**src/shared/ssw_pkg.sv**
```systemverilog
// constants for the supply supervisor with watchdog
// Summary of operation
// - reset outputs active while the supply-good indication is low.
// - after supply recovers, hold reset at least 130 ms before release.
// - active-low reset output plus complementary active-high reset output.
// - manual reset input is debounced; each press gives at least 130 ms reset.
// - manual-reset stretch starts when the input returns high.
// - sense trip drives power-fail warning low for at least 200 us.
// - sense input must stay below trip about 5 us before warning.
// - no warning until own supply has reached its trip level.
// - watchdog counts only while reset is inactive, starting at release.
// - watchdog expires when no strobe falling edge arrives within 1 s.
// - each strobe falling edge before expiry clears and restarts the watchdog.
// - on expiry the watchdog output is driven low for at least 130 ms.
// - supply dips shorter than 2 us cause neither reset nor warning.
package ssw_pkg;
  // ****************************************
  // timing
  // ****************************************
  localparam int CLOCK_HZ = 40000000;
  localparam int RESET_STRETCH_MS = 130;
  localparam int WARN_PULSE_US = 200;
  localparam int SENSE_FILTER_US = 5;
  localparam int SUPPLY_FILTER_US = 2;
  localparam int WATCHDOG_TIMEOUT_MS = 1000;
  localparam int DEBOUNCE_US = 1;
  localparam int RESET_STRETCH_CYC = (CLOCK_HZ / 1000) * RESET_STRETCH_MS;
  localparam int WARN_PULSE_CYC = (CLOCK_HZ / 1000000) * WARN_PULSE_US;
  localparam int SENSE_FILTER_CYC = (CLOCK_HZ / 1000000) * SENSE_FILTER_US;
  localparam int SUPPLY_FILTER_CYC = (CLOCK_HZ / 1000000) * SUPPLY_FILTER_US;
  localparam int WATCHDOG_TIMEOUT_CYC = (CLOCK_HZ / 1000) * WATCHDOG_TIMEOUT_MS;
  localparam int DEBOUNCE_CYC = (CLOCK_HZ / 1000000) * DEBOUNCE_US;
  localparam int COUNT_W = 32;
  localparam int FILT_W = 8;
endpackage

```
**src/rtl/ssw_filter.sv**
```systemverilog
// level filter: output follows input after it has been steady a set time
`timescale 1ns/1ps
`default_nettype none
module ssw_filter
  import ssw_pkg::*;
#(
  parameter int STEADY_CYC = 80,
  parameter logic RESET_LEVEL = 1'b0
) (
  input wire logic clock,
  input wire logic rst_b,
  input wire logic rawIn,
  output logic filtered
);
  typedef struct packed {
    logic [FILT_W-1:0] count;
    logic level;
  } ssw_filt_type;
  localparam logic [FILT_W-1:0] LAST = FILT_W'(STEADY_CYC - 1);
  ssw_filt_type state;
  ssw_filt_type next_state;
  always_comb begin
    next_state = state;
    if (rawIn == state.level) begin
      next_state.count = '0;
    end else if (state.count >= LAST) begin
      next_state.level = rawIn;
      next_state.count = '0;
    end else begin
      next_state.count = state.count + 8'h01;
    end
  end
  always_ff @(posedge clock) begin
    if (!rst_b) begin
      state <= '{count: '0, level: RESET_LEVEL};
    end else begin
      state <= next_state;
    end
  end
  assign filtered = state.level;
endmodule
`default_nettype wire

```
**src/rtl/ssw_supervisor.sv**
```systemverilog
// supervisor top: supply reset, manual reset, power-fail warning, watchdog
`timescale 1ns/1ps
`default_nettype none
module ssw_supervisor
  import ssw_pkg::*;
#(
  parameter int STRETCH_CYC = RESET_STRETCH_CYC,
  parameter int TIMEOUT_CYC = WATCHDOG_TIMEOUT_CYC
) (
  input wire logic clock,
  input wire logic rst_b,
  input wire logic supplyOk,
  input wire logic senseLow,
  input wire logic manual_reset_in_n,
  input wire logic watchdog_strobe_n,
  output logic resetOut_n,
  output logic resetOut,
  output logic powerFailWarn_n,
  output logic watchdog_expired_n
);
  // ****************************************
  // state
  // ****************************************
  typedef struct packed {
    logic [1:0] supSync;
    logic [1:0] senSync;
    logic [1:0] manSync;
    logic [1:0] stbSync;
    logic stbLast;
    logic senLast;
    logic [COUNT_W-1:0] rstCnt;
    logic [COUNT_W-1:0] wdCnt;
    logic [COUNT_W-1:0] expCnt;
    logic [COUNT_W-1:0] warnCnt;
    logic rstN;
    logic rst;
    logic warnN;
    logic expN;
  } ssw_state_type;

  localparam logic [COUNT_W-1:0] STRETCH = COUNT_W'(STRETCH_CYC);
  localparam logic [COUNT_W-1:0] TIMEOUT = COUNT_W'(TIMEOUT_CYC);
  localparam logic [COUNT_W-1:0] WARN = COUNT_W'(WARN_PULSE_CYC);

  ssw_state_type state;
  ssw_state_type next_state;
  logic supGood;
  logic senTrip;
  logic manHigh;
  logic strobeFell;

  // ****************************************
  // helpers
  // ****************************************
  // counters park at zero so a finished stretch never wraps back to busy
  function automatic logic [COUNT_W-1:0] count_down(input logic [COUNT_W-1:0] value);
    if (value == '0) begin
      count_down = '0;
    end else begin
      count_down = value - 32'h00000001;
    end
  endfunction

  // edge taken after both sync flops, so a metastable pin never kicks twice
  assign strobeFell = state.stbLast && !state.stbSync[1];

  // ****************************************
  // glitch filters
  // ****************************************
  // ignore short dips
  // supply filter resets low, so the power-up stretch waits for a steady good supply
  ssw_filter #(
    .STEADY_CYC(SUPPLY_FILTER_CYC),
    .RESET_LEVEL(1'b0)
  ) uSup (
    .clock(clock),
    .rst_b(rst_b),
    .rawIn(state.supSync[1]),
    .filtered(supGood)
  );
  ssw_filter #(
    .STEADY_CYC(SENSE_FILTER_CYC),
    .RESET_LEVEL(1'b0)
  ) uSen (
    .clock(clock),
    .rst_b(rst_b),
    .rawIn(state.senSync[1]),
    .filtered(senTrip)
  );
  ssw_filter #(
    .STEADY_CYC(DEBOUNCE_CYC),
    .RESET_LEVEL(1'b1)
  ) uMan (
    .clock(clock),
    .rst_b(rst_b),
    .rawIn(state.manSync[1]),
    .filtered(manHigh)
  );

  // ****************************************
  // next state
  // ****************************************
  always_comb begin
    next_state = state;
    // two flops on every pin before any logic reads it
    next_state.supSync = {state.supSync[0], supplyOk};
    next_state.senSync = {state.senSync[0], senseLow};
    next_state.manSync = {state.manSync[0], manual_reset_in_n};
    next_state.stbSync = {state.stbSync[0], watchdog_strobe_n};
    next_state.stbLast = state.stbSync[1];
    next_state.senLast = senTrip;
    if (!supGood || !manHigh) begin
      next_state.rstCnt = STRETCH;
    end else begin
      next_state.rstCnt = count_down(state.rstCnt);
    end
    next_state.rstN = (next_state.rstCnt == '0);
    next_state.rst = (next_state.rstCnt != '0);
    if (senTrip && !state.senLast && supGood) begin
      next_state.warnCnt = WARN;
    end else begin
      next_state.warnCnt = count_down(state.warnCnt);
    end
    next_state.warnN = (next_state.warnCnt == '0);
    next_state.expCnt = count_down(state.expCnt);
    if (!state.rstN) begin
      next_state.wdCnt = '0;
    end else if (strobeFell) begin
      next_state.wdCnt = '0;
    end else if (state.wdCnt >= TIMEOUT - 32'h00000001) begin
      // expiry restarts count too
      // a new expiry reloads the pulse, so it wins over the countdown
      next_state.wdCnt = '0;
      next_state.expCnt = STRETCH;
    end else begin
      next_state.wdCnt = state.wdCnt + 32'h00000001;
    end
    next_state.expN = (next_state.expCnt == '0);
  end

  // ****************************************
  // registers
  // ****************************************
  // sync flops reset to the idle pin levels so no false edge follows reset
  always_ff @(posedge clock) begin
    if (!rst_b) begin
      state <= '{
        supSync: 2'h0,
        senSync: 2'h0,
        manSync: 2'h3,
        stbSync: 2'h3,
        stbLast: 1'b1,
        senLast: 1'b0,
        rstCnt: STRETCH,
        wdCnt: '0,
        expCnt: '0,
        warnCnt: '0,
        rstN: 1'b0,
        rst: 1'b1,
        warnN: 1'b1,
        expN: 1'b1
      };
    end else begin
      state <= next_state;
    end
  end

  // ****************************************
  // outputs
  // ****************************************
  assign resetOut_n = state.rstN;
  assign resetOut = state.rst;
  assign powerFailWarn_n = state.warnN;
  assign watchdog_expired_n = state.expN;

  // ****************************************
  // checks
  // ****************************************
  AST_COMPLEMENT: assert property (@(posedge clock) disable iff (!rst_b)
    resetOut != resetOut_n)
    else $error("reset outputs not complementary");
  AST_SUPPLY_RESET: assert property (@(posedge clock) disable iff (!rst_b)
    !supGood |=> !resetOut_n)
    else $error("reset not active on bad supply");
  AST_MANUAL_RESET: assert property (@(posedge clock) disable iff (!rst_b)
    !manHigh |=> !resetOut_n)
    else $error("reset not active on manual");
  AST_STRETCH: assert property (@(posedge clock) disable iff (!rst_b)
    (!supGood || !manHigh) |=> state.rstCnt == STRETCH)
    else $error("stretch not reloaded");
  AST_RELEASE: assert property (@(posedge clock) disable iff (!rst_b)
    $rose(resetOut_n) |-> $past(state.rstCnt) == 32'h00000001)
    else $error("early release");
  AST_RST_WIDTH: assert property (@(posedge clock) disable iff (!rst_b)
    $fell(resetOut_n) |=> !resetOut_n [*8])
    else $error("reset pulse too short");
  AST_DEBOUNCE: assert property (@(posedge clock) disable iff (!rst_b)
    $fell(manHigh) |-> $past(state.manSync[1]) == 1'b0)
    else $error("press not debounced");
  AST_WARN_GATE: assert property (@(posedge clock) disable iff (!rst_b)
    $fell(powerFailWarn_n) |-> $past(supGood))
    else $error("warning with low supply");
  AST_WARN_PULSE: assert property (@(posedge clock) disable iff (!rst_b)
    $fell(powerFailWarn_n) |-> state.warnCnt == WARN)
    else $error("warning pulse length");
  AST_WARN_WIDTH: assert property (@(posedge clock) disable iff (!rst_b)
    $fell(powerFailWarn_n) |=> !powerFailWarn_n [*8])
    else $error("warning pulse too short");
  AST_WARN_FILTER: assert property (@(posedge clock) disable iff (!rst_b)
    $fell(powerFailWarn_n) |-> $past(senTrip))
    else $error("warning without filtered trip");
  AST_WD_HOLD: assert property (@(posedge clock) disable iff (!rst_b)
    !resetOut_n |=> state.wdCnt == '0)
    else $error("watchdog ran in reset");
  AST_WD_KICK: assert property (@(posedge clock) disable iff (!rst_b)
    strobeFell |=> state.wdCnt == '0)
    else $error("strobe not restarting");
  AST_WD_EXPIRE: assert property (@(posedge clock) disable iff (!rst_b)
    $fell(watchdog_expired_n) |-> state.expCnt == STRETCH)
    else $error("expiry pulse length");
  AST_WD_WIDTH: assert property (@(posedge clock) disable iff (!rst_b)
    $fell(watchdog_expired_n) |=> !watchdog_expired_n [*8])
    else $error("expiry pulse too short");
  AST_WD_LIMIT: assert property (@(posedge clock) disable iff (!rst_b)
    state.wdCnt < TIMEOUT)
    else $error("watchdog count past timeout");
  AST_WD_FIRE: assert property (@(posedge clock) disable iff (!rst_b)
    (state.rstN && !strobeFell && state.wdCnt == TIMEOUT - 32'h00000001)
      |=> !watchdog_expired_n)
    else $error("watchdog did not expire");
  AST_SUP_FILTER: assert property (@(posedge clock) disable iff (!rst_b)
    $fell(supGood) |-> $past(state.supSync[1]) == 1'b0)
    else $error("supply dip unfiltered");
endmodule
`default_nettype wire

```
**config.mk**
```make
export PLATFORM = sky130hd
export DESIGN_NAME = ssw_supervisor
export DESIGN_NICKNAME = d
export VERILOG_FILES = /design/src/shared/ssw_pkg.sv /design/src/rtl/ssw_filter.sv /design/src/rtl/ssw_supervisor.sv
export SDC_FILE = /design/constraint.sdc
export NUM_CORES = 1
export LEC_CHECK = 0
export BUFFER_PORTS_ARGS = -buffer_cell sky130_fd_sc_hd__buf_4
export CORE_MARGIN = 3
export CORE_UTILIZATION = 60
export CTS_CLUSTER_SIZE = 16
export DETAILED_ROUTE_END_ITERATION = 8
export PLACE_DENSITY = 0.76
export SLEW_MARGIN = 30
export SYNTH_ARGS = -nofsm -noshare
export SYNTH_HDL_FRONTEND = slang
export SYNTH_SLANG_ARGS = --single-unit
export TNS_END_PERCENT = 20
```
**constraint.sdc**
```tcl
create_clock -name clock -period 8.02 [get_ports clock]
set_input_delay 1.203 -clock clock [delete_from_list [all_inputs] [get_ports clock]]
set_output_delay 1.203 -clock clock [all_outputs]
set_load 0.02 [all_outputs]
```
## After elaboration in Yosys (flattened, before gate mapping)

Cells that the tools add are included.

- Output and inout bits: 4
- Memories kept: 0
- Memory bits (writable): 0
- Memory bits (read-only): 0
- Flip-flop bits (word level): 169
- Bits in latches: 0
- Logic and storage cells: 69

- Shift-type cells: 0
- Equal/unequal tests: 3
- Bitwise logic cells: 5
- Div/mod/pow operators: 0
- Multiplexer cells: 8
- Reductions and logical operators: 22
- Add/subtract/negate cells: 7
- $mul: 0
- $lt $le $gt $ge: 4

Operators with widths:

| cell | count |
|---|---|
| $mux 32 | 8 |
| $logic_not 32->1 | 6 |
| $sub 32x1->32 const B | 3 |
| $add 32x1->32 const B | 1 |
| $ge 32x26->1 const B | 1 |
| $reduce_bool 32->1 | 1 |
| $add 8x1->8 const B | 3 |
| $reduce_or 3->1 | 3 |
| $ge 8x6->1 const B | 1 |
| $ge 8x7->1 const B | 1 |
| $ge 8x8->1 const B | 1 |
| $reduce_and 2->1 | 3 |
| $not 1->1 | 5 |
| $logic_not 1->1 | 4 |
| $reduce_or 4->1 | 1 |
| $eq 1x1->1 | 3 |
| $logic_and 1x1->1 | 3 |
| $logic_or 1x1->1 | 1 |

## Longest topological paths before layout

Gate-level depths: netlist (run 1).

- Depth after elaboration: 6
- Mapped depth: 10

## Cells and area by module

From an unflattened synthesis (run 1), not the netlist that was laid out.

- Cells, all modules: 916
- Area total of the unflattened synthesis: 7,920.1 um2

By module, submodules not included:

| module | instances | cells an instance | area each (um2) | seq. area each (um2) |
|---|---|---|---|---|
| ssw_supervisor | 1 | 801 | 6,781.5 | 2,842.7 |
| ssw_filter at uSen | 1 | 42 | 411.6 | 180.2 |
| ssw_filter at uSup | 1 | 38 | 377.9 | 180.2 |
| ssw_filter at uMan | 1 | 35 | 349.1 | 180.2 |

## Worst setup path after synthesis (run 1)

No wires, ideal clock.

- Path kind: flip-flop to flip-flop
- Start: reg state[36] in the netlist's numbering
- End: reg state (netlist bit watchdog_expired_n)
- Data arrival time: 2.667 ns
- Cell stages (with the launch flop): 10
- Required time: 7.937 ns
- Path slack: 5.271 ns
- Buffers on the path: 0
- Library setup time: 0.083 ns
- Cell sequence: dfxtp_1 > inv_1 > ha_1 > nor3b_1 > nand3_1 > or4_1 > xor2_1 > nand2_1 > or4_1 > o221ai_1

- Cells in the longest elaborated chain, start to end: 6

Ends and longest elaborated chain:

| element | line | RTL |
|---|---|---|
| start: declaration | ssw_supervisor.sv:45 | `ssw_state_type state;` |
| start signal: assignment | ssw_supervisor.sv:147 | `state <= '{` |
| start signal: assignment | ssw_supervisor.sv:164 | `state <= next_state;` |
| $sub 32x1->32 or $logic_not 32->1 (tied branches) | ssw_supervisor.sv:60, ssw_supervisor.sv:57 |  |
| $mux 32 (*) | ssw_supervisor.sv:57 | `if (value == '0) begin` |
| $mux 32 | ssw_supervisor.sv:130 | `end else if (state.wdCnt >= TIMEOUT - 32'h00000001) begin` |
| $mux 32 | ssw_supervisor.sv:128 | `end else if (strobeFell) begin` |
| $mux 32 (*) | ssw_supervisor.sv:126 | `if (!state.rstN) begin` |
| $logic_not 32->1 (*) | ssw_supervisor.sv:138 | `next_state.expN = (next_state.expCnt == '0);` |

Mark *: on every way between the ends. The rest lies on a longest branch, timed or not.
A chain may end at the register's enable or synchronous reset.

## Worst setup path after layout (run 1)

- Start: reg state[110] in the netlist's numbering
- End: reg state[105] in the netlist's numbering

- Cells in the longest elaborated chain, start to end: 3

Ends and longest elaborated chain:

| element | line | RTL |
|---|---|---|
| $logic_not 32->1 | ssw_supervisor.sv:57 |  |
| $mux 32 | ssw_supervisor.sv:57 |  |
| $mux 32 | ssw_supervisor.sv:112 | `if (!supGood \|\| !manHigh) begin` |

No other way between the ends.

==> results of run 1 <==
==> state kept, by name, summed over array words and instances, names as in the netlist <==
register and count:
next_state 5, powerFailWarn_n 1, uSup.state 8, state 133, uMan.filtered 1, watchdog_expired_n 1, uMan.state 8, resetOut 1
uSup.filtered 1, uSen.state 8, uSen.filtered 1, resetOut_n 1
==> final cells by class <==
type / instances / area (um^2)
Fill cell: 993 / 3710
Clock buffer: 25 / 505
Sequential cell: 169 / 3380
Tap cell: 168 / 210
Clock inverter: 7 / 160
Inverter: 17 / 63.8
Timing Repair Buffer: 10 / 78.8
Multi-Input combinational cell: 683 / 4200
==> worst min path at each step <==
stage | cells past startpoint | start | slack, ns | endpoint
after global routing | 1 | next_state[135] | 0.42 | next_state[133]
after global placement | 1 | next_state[137] | 0.39 | state[137]
after floorplan | 1 | next_state[135] | 0.39 | next_state[133]
final | 1 | next_state[135] | 0.41 | next_state[133]
after detailed placement | 1 | next_state[135] | 0.39 | next_state[133]
after CTS | 1 | next_state[137] | 0.41 | state[137]
==> where the power goes <==
part,switching (W),total (W),internal (W)
registers,0.000157,0.00113,0.000973
clock network,0.000318,0.000911,0.000593
logic,0.000610,0.00104,0.000432
total,0.00108,0.00308,0.00200
==> cell families after synthesis <==
family | synth area share [%]
AND/OR/NAND/NOR | 29.8
flip-flops | 43.8
XOR/XNOR | 13.3
AO/OA/AOI/OAI | 8.56
buffers and inverters | 2.59
adder cells (fa/ha/maj) | 1.46
multiplexers | 0.534
other | 0.0485
==> Yosys cell counts, types with 9 or more instances <==
cell type and count:
nand4_1 15, xnor2_1 69, or3_1 13, dfxtp_1 169
nor3_1 34, nand2_1 39, xor2_1 48, and2_1 15
o21ai_0 26, ha_1 9, nor4_1 30, and3_1 9
clkbuf_1 21, inv_1 16, or4_1 12, nor2_1 171
nand3_1 46, a21oi_1 17, nand2b_1 12
==> layer usage <==
| layer | share of wire [%] | wire [um] | global-route usage, % | vias to the layer above |
|---|---|---|---|---|
| met2 | 48 | 7740 | 37.5 | 207 |
| met5 | 0 | 0 | 0 | - |
| met4 | 2.4 | 386 | 9.66 | 0 |
| met1 | 45 | 7350 | 29.6 | 3034 |
| li1 | - | - | - | 3134 |
| met3 | 4.8 | 786 | 5.33 | 47 |
==> through the flow <==
| step | instances | worst slack [ns] | util [%] | area, um^2 |
|---|---|---|---|---|
| 3_3_place_gp | 1046 | 4.55 | 64.2 | 7910 |
| 5_1_grt | 1079 | 4.17 | 69.9 | 8600 |
| 6_report | 1079 | 4.39 | 69.9 | 8600 |
| 2_1_floorplan | 898 | 5.27 | - | 7760 |
| 3_5_place_dp | 1046 | 4.28 | 64.3 | 7920 |
| 4_1_cts | 1078 | 4.25 | 69.7 | 8590 |
==> results.json, run 1 <==
{
  "routed_via_density": 5.95,
  "cts_buffer_depth": 2,
  "avgRoutedWirePerCell_um": 15.1,
  "ir_drop_uv": 280,
  "timing.rr.start": "state[110]",
  "initialDrtViolationCount": 714,
  "postSynthAreaPerCell_um2": 8.69,
  "reg2reg_slack_ns": 4.39,
  "antenna_left": 0,
  "start_util_pct": 62.8,
  "areaGrowthSynthToFinish_pct": 11.3,
  "fin_tns_setup_ns": 0,
  "start_kind": "flop",
  "synth_cell_type_count": 67,
  "clk_pin_slew_ns": 0.06,
  "grt_pass1_wl_um": 27400,
  "final_common_cell": "nor2_1",
  "ctsResizeCount": 0,
  "num_vias": 6422,
  "ys.warnings.count": 0,
  "whs_ns": 0.405,
  "place_congestion": 0.913,
  "fp.dieArea_um2": 14300,
  "dp_hpwl_um": 10900,
  "critPathTopFamily": "simple AND/OR/NAND/NOR gates",
  "finalCriticalPeriod_ns": 3.63,
  "dr.pass1.iters": 7,
  "finalPower_w": 0.00308,
  "ys_seq_area_share_pct": 43.8,
  "outcome": "complete, no violations",
  "hold_buffers": 0,
  "maxSlewViolCount": 0,
  "cp.required_ns": 8.34,
  "worstSetupPathDepth": 5,
  "drt-total-wl_um": 16300,
  "ys_async_sr_fraction_pct": 0,
  "drc": 0,
  "cp-endpoint": "state[105]",
  "tightestPinTransition_ns": 0.914,
  "synthCells": 890,
  "drive_gt1_share_pct": 6.04,
  "cts_buffers": 17,
  "r2r_cells": 5,
  "post_cts_buffers": 0,
  "gr-total-overflow": 0,
  "crit_fanout": 22,
  "cpPeakStageDelay_ns": 0.78,
  "r2r-end": "state[105]",
  "synth-edff-count": 0,
  "synth_area_leaders": "dfxtp_1 44%, nor2_1 8.3%, xnor2_1 7.8%",
  "yosys_register_bits": 169,
  "grt_start_max_net_pins": 40,
  "worstPathArrival_ns": 3.95,
  "cts.htree.levels": 4,
  "synth-main-ff-cell": "dfxtp_1",
  "final_nets": 913,
  "grt_pass1_vias": 6062,
  "cts_tree": "built",
  "yosysTopAreaCellShare_pct": 43.8,
  "crit_type": "flop to flop",
  "p_leak_nw": 3.09,
  "power_density_nw_per_um2": 358,
  "antennaDiodeCount": 0,
  "antenna_found_initial": 0,
  "fin_skew_ns": 0.00794,
  "port_buffers": 9,
  "io_pins": 10,
  "yosys.area.top_type": "dfxtp_1",
  "fmax_mhz": 275,
  "final_cell_mix": "170 x nor2_1, 169 x dfxtp_1, 69 x xnor2_1, 48 x xor2_1, 46 x nand3_1",
  "dieHeight_um": 120,
  "std_cell_rows": 40,
  "path_cells": "nor4_1 > nand4_1 > nor3_2 > nand2b_1 > o21ba_2",
  "rsz0062_at_grt": "no",
  "slew_headroom_pct": 38.9,
  "finalCritPeriodShare_pct": 45.3,
  "final_hold_viol_count": 0,
  "end_kind": "flop",
  "coreArea_um2": 12300,
  "min_path_type": "flop to flop",
  "clockRootBuffer": "clkbuf_16",
  "die_w_um": 120,
  "maxCapViolations": 0,
  "path_buf_inv": 0,
  "clock-sinks": 169,
  "clk_latency_ns": 0.43,
  "track_usage_pct": 23.1,
  "syn_area_um2": 7730,
  "setup_viol": 0,
  "crit_start": "state[110]",
  "slowest_stage": "nor3_2"
}
Power figures use the tool's default switching activity.
==> inputs of run 2 (changes only) <==
==> constraint.sdc (replaced) <==
create_clock -name clock -period 3.7 [get_ports clock]
set_input_delay 0.555 -clock clock [delete_from_list [all_inputs] [get_ports clock]]
set_output_delay 0.555 -clock clock [all_outputs]
set_load 0.02 [all_outputs]
==> run 2 against run 1 <==
Count of clock-buffer cells in the layout shrank 4. Critical path depth grew 2. Sequential power grew 120%. Maximum frequency grew 26%. Hold slack lost 0.095 ns. Critical path type unchanged.
==> results.json, run 2 (synthesis gave the netlist of run 1 again) <==
{
  "coreArea_um2": 12300,
  "die_w_um": 120,
  "worstPathArrival_ns": 3.19,
  "areaGrowthSynthToFinish_pct": 11.9,
  "drt-total-wl_um": 15900,
  "finalCritPeriodShare_pct": 77.9,
  "switchingPower_w": 0.00235,
  "gr-total-overflow": 0,
  "setup_viol": 0,
  "maxSlewViolCount": 0,
  "dr.pass1.iters": 5,
  "r2r_cells": 7,
  "path_cells": "or4_4 > or3_1 > or4_1 > nor3_4 > inv_2 > nand3b_4 > nor2_1",
  "fmax_mhz": 347,
  "fillers": 993,
  "finalPower_w": 0.00664,
  "final_cell_mix": "171 x nor2_1, 169 x dfxtp_1, 69 x xnor2_1, 48 x xor2_1, 46 x nand3_1",
  "reg2reg_slack_ns": 0.82,
  "final_cell_area_um2": 8650,
  "stdcell_count": 1088,
  "port_buffers": 9,
  "grt_pass1_wl_um": 27400,
  "slew_headroom_pct": 51.6,
  "p_sw_share_pct": 35.3,
  "outcome": "complete, no violations",
  "final_nets": 922,
  "timing.rr.start": "state[42]",
  "hp-start": "manual_reset_in_n",
  "antennaDiodeCount": 0,
  "final_hold_viol_count": 0,
  "antenna_found_initial": 0,
  "cts_tree": "built",
  "std_cell_rows": 40,
  "drc": 0,
  "crit_type": "flop to flop",
  "fin_skew_ns": 0.0114,
  "placed_cell_area_um2": 8000,
  "post-route-util_pct": 70.3,
  "ir_drop_uv": 707,
  "cts.htree.levels": 4,
  "p_leak_nw": 3.11,
  "rsz0062_at_grt": "no",
  "final_common_cell": "nor2_1",
  "finalCriticalPeriod_ns": 2.88,
  "largest_reg_flops": 133,
  "maxCapViolations": 0,
  "clockPowerShare_pct": 29.2,
  "dp.cells": 1056,
  "min_path_type": "input port to flop",
  "cts_buffers": 17,
  "top_register": "state",
  "grt_start_max_net_pins": 39,
  "start_kind": "flop",
  "avgRoutedWirePerCell_um": 14.6,
  "cpPeakStageDelay_ns": 0.63,
  "hold_buffers": 0,
  "power.internal_w": 0.00429,
  "power_density_nw_per_um2": 768,
  "num_vias": 6373,
  "antenna_left": 0,
  "drive_gt1_share_pct": 6.85,
  "tightestPinTransition_ns": 0.720,
  "power.share.sequential_pct": 36.8,
  "end_kind": "flop",
  "fp.dieArea_um2": 14300,
  "place_congestion": 0.929,
  "cts_buffer_depth": 2,
  "start_util_pct": 62.8,
  "post_cts_buffers": 0,
  "path_buf_inv": 1,
  "hold_depth": 2,
  "ctsResizeCount": 0,
  "clock-sinks": 169,
  "slowest_stage": "or4_1",
  "initialDrtViolationCount": 515,
  "clockRootBuffer": "clkbuf_16",
  "track_usage_pct": 23.2,
  "grt_pass1_vias": 5985,
  "r2r-end": "state[38]",
  "critPathTopFamily": "simple AND/OR/NAND/NOR gates",
  "fin_tns_setup_ns": 0,
  "clk_latency_ns": 0.43,
  "combPwrFrac_pct": 34.0,
  "cp.required_ns": 4.01,
  "dp_hpwl_um": 11000,
  "crit_fanout": 22,
  "dieHeight_um": 120,
  "io_pins": 10,
  "clk_pin_slew_ns": 0.06,
  "routed_via_density": 5.86,
  "hold_path_end": "next_state[137]"
}
## run 2: cell count changes in the layout (fill, tap and decap cells not counted), sizes merged
| cell | before | now |
|---|---|---|
| buf | 10 | 19 |
| clkbuf | 25 | 21 |
| clkinvlp | 0 | 4 |
## run 2: layer usage
metal	part of all wire (%)	up-vias	wire length [um]	GRT usage [%]
li1	-	3149	-	-
met1	46	3039	7360	29.9
met2	47	153	7500	37.2
met3	4.4	32	697	6.03
met4	1.9	0	301	9.31
met5	0	-	0	0
## run 2: final cells by class
class                      count  area (um^2)  area share (%)
timing repair buffer          19          143            1.65
tap                          168          210            2.43
inverter                      17         63.8           0.738
clock buffer                  21          460            5.32
multi-input combinational    683         4200            48.5
clock inverter                11          194            2.24
sequential                   169         3380            39.1
## run 2: worst register-to-register path: cells and delay by family (launching register included)
family,cells,cell delay [ns]
buffers and inverters,1,0.12
flip-flops,1,0.38
AND/OR/NAND/NOR,6,2.27
## run 2: per-stage QoR
| step | setup slack [ns] | hold WS (ns) |
|---|---|---|
| finish | 0.818 | 0.310 |
| global route | 0.553 | 0.309 |
| CTS | 0.846 | 0.294 |
| detailed placement | 0.856 | 0.398 |
| global placement | 0.951 | 0.390 |
| floorplan | 0.951 | 0.386 |
## run 2: power by group through the flow
stage | logic, W | clock network [W] | registers [W]
after detailed placement | 0.00221 | 0 | 0.00247
after floorplan | 0.00186 | 0 | 0.00236
after global routing | 0.00253 | 0.00204 | 0.00249
final | 0.00226 | 0.00194 | 0.00244
after CTS | 0.00224 | 0.00196 | 0.00243
after global placement | 0.00216 | 0 | 0.00245
## run 2: how the worst max path moves through the flow
stage          depth (start not counted)        from  slack (ns)            endpoint
6_report                               7   state[42]        0.82           state[38]
5_1_grt                                9  state[100]        0.55            resetOut
4_1_cts                                7   state[42]        0.85           state[38]
3_5_place_dp                           7   state[42]        0.86           state[38]
3_3_place_gp                           7   state[42]        0.95           state[45]
2_1_floorplan                          9   state[36]        0.95  watchdog_expired_n
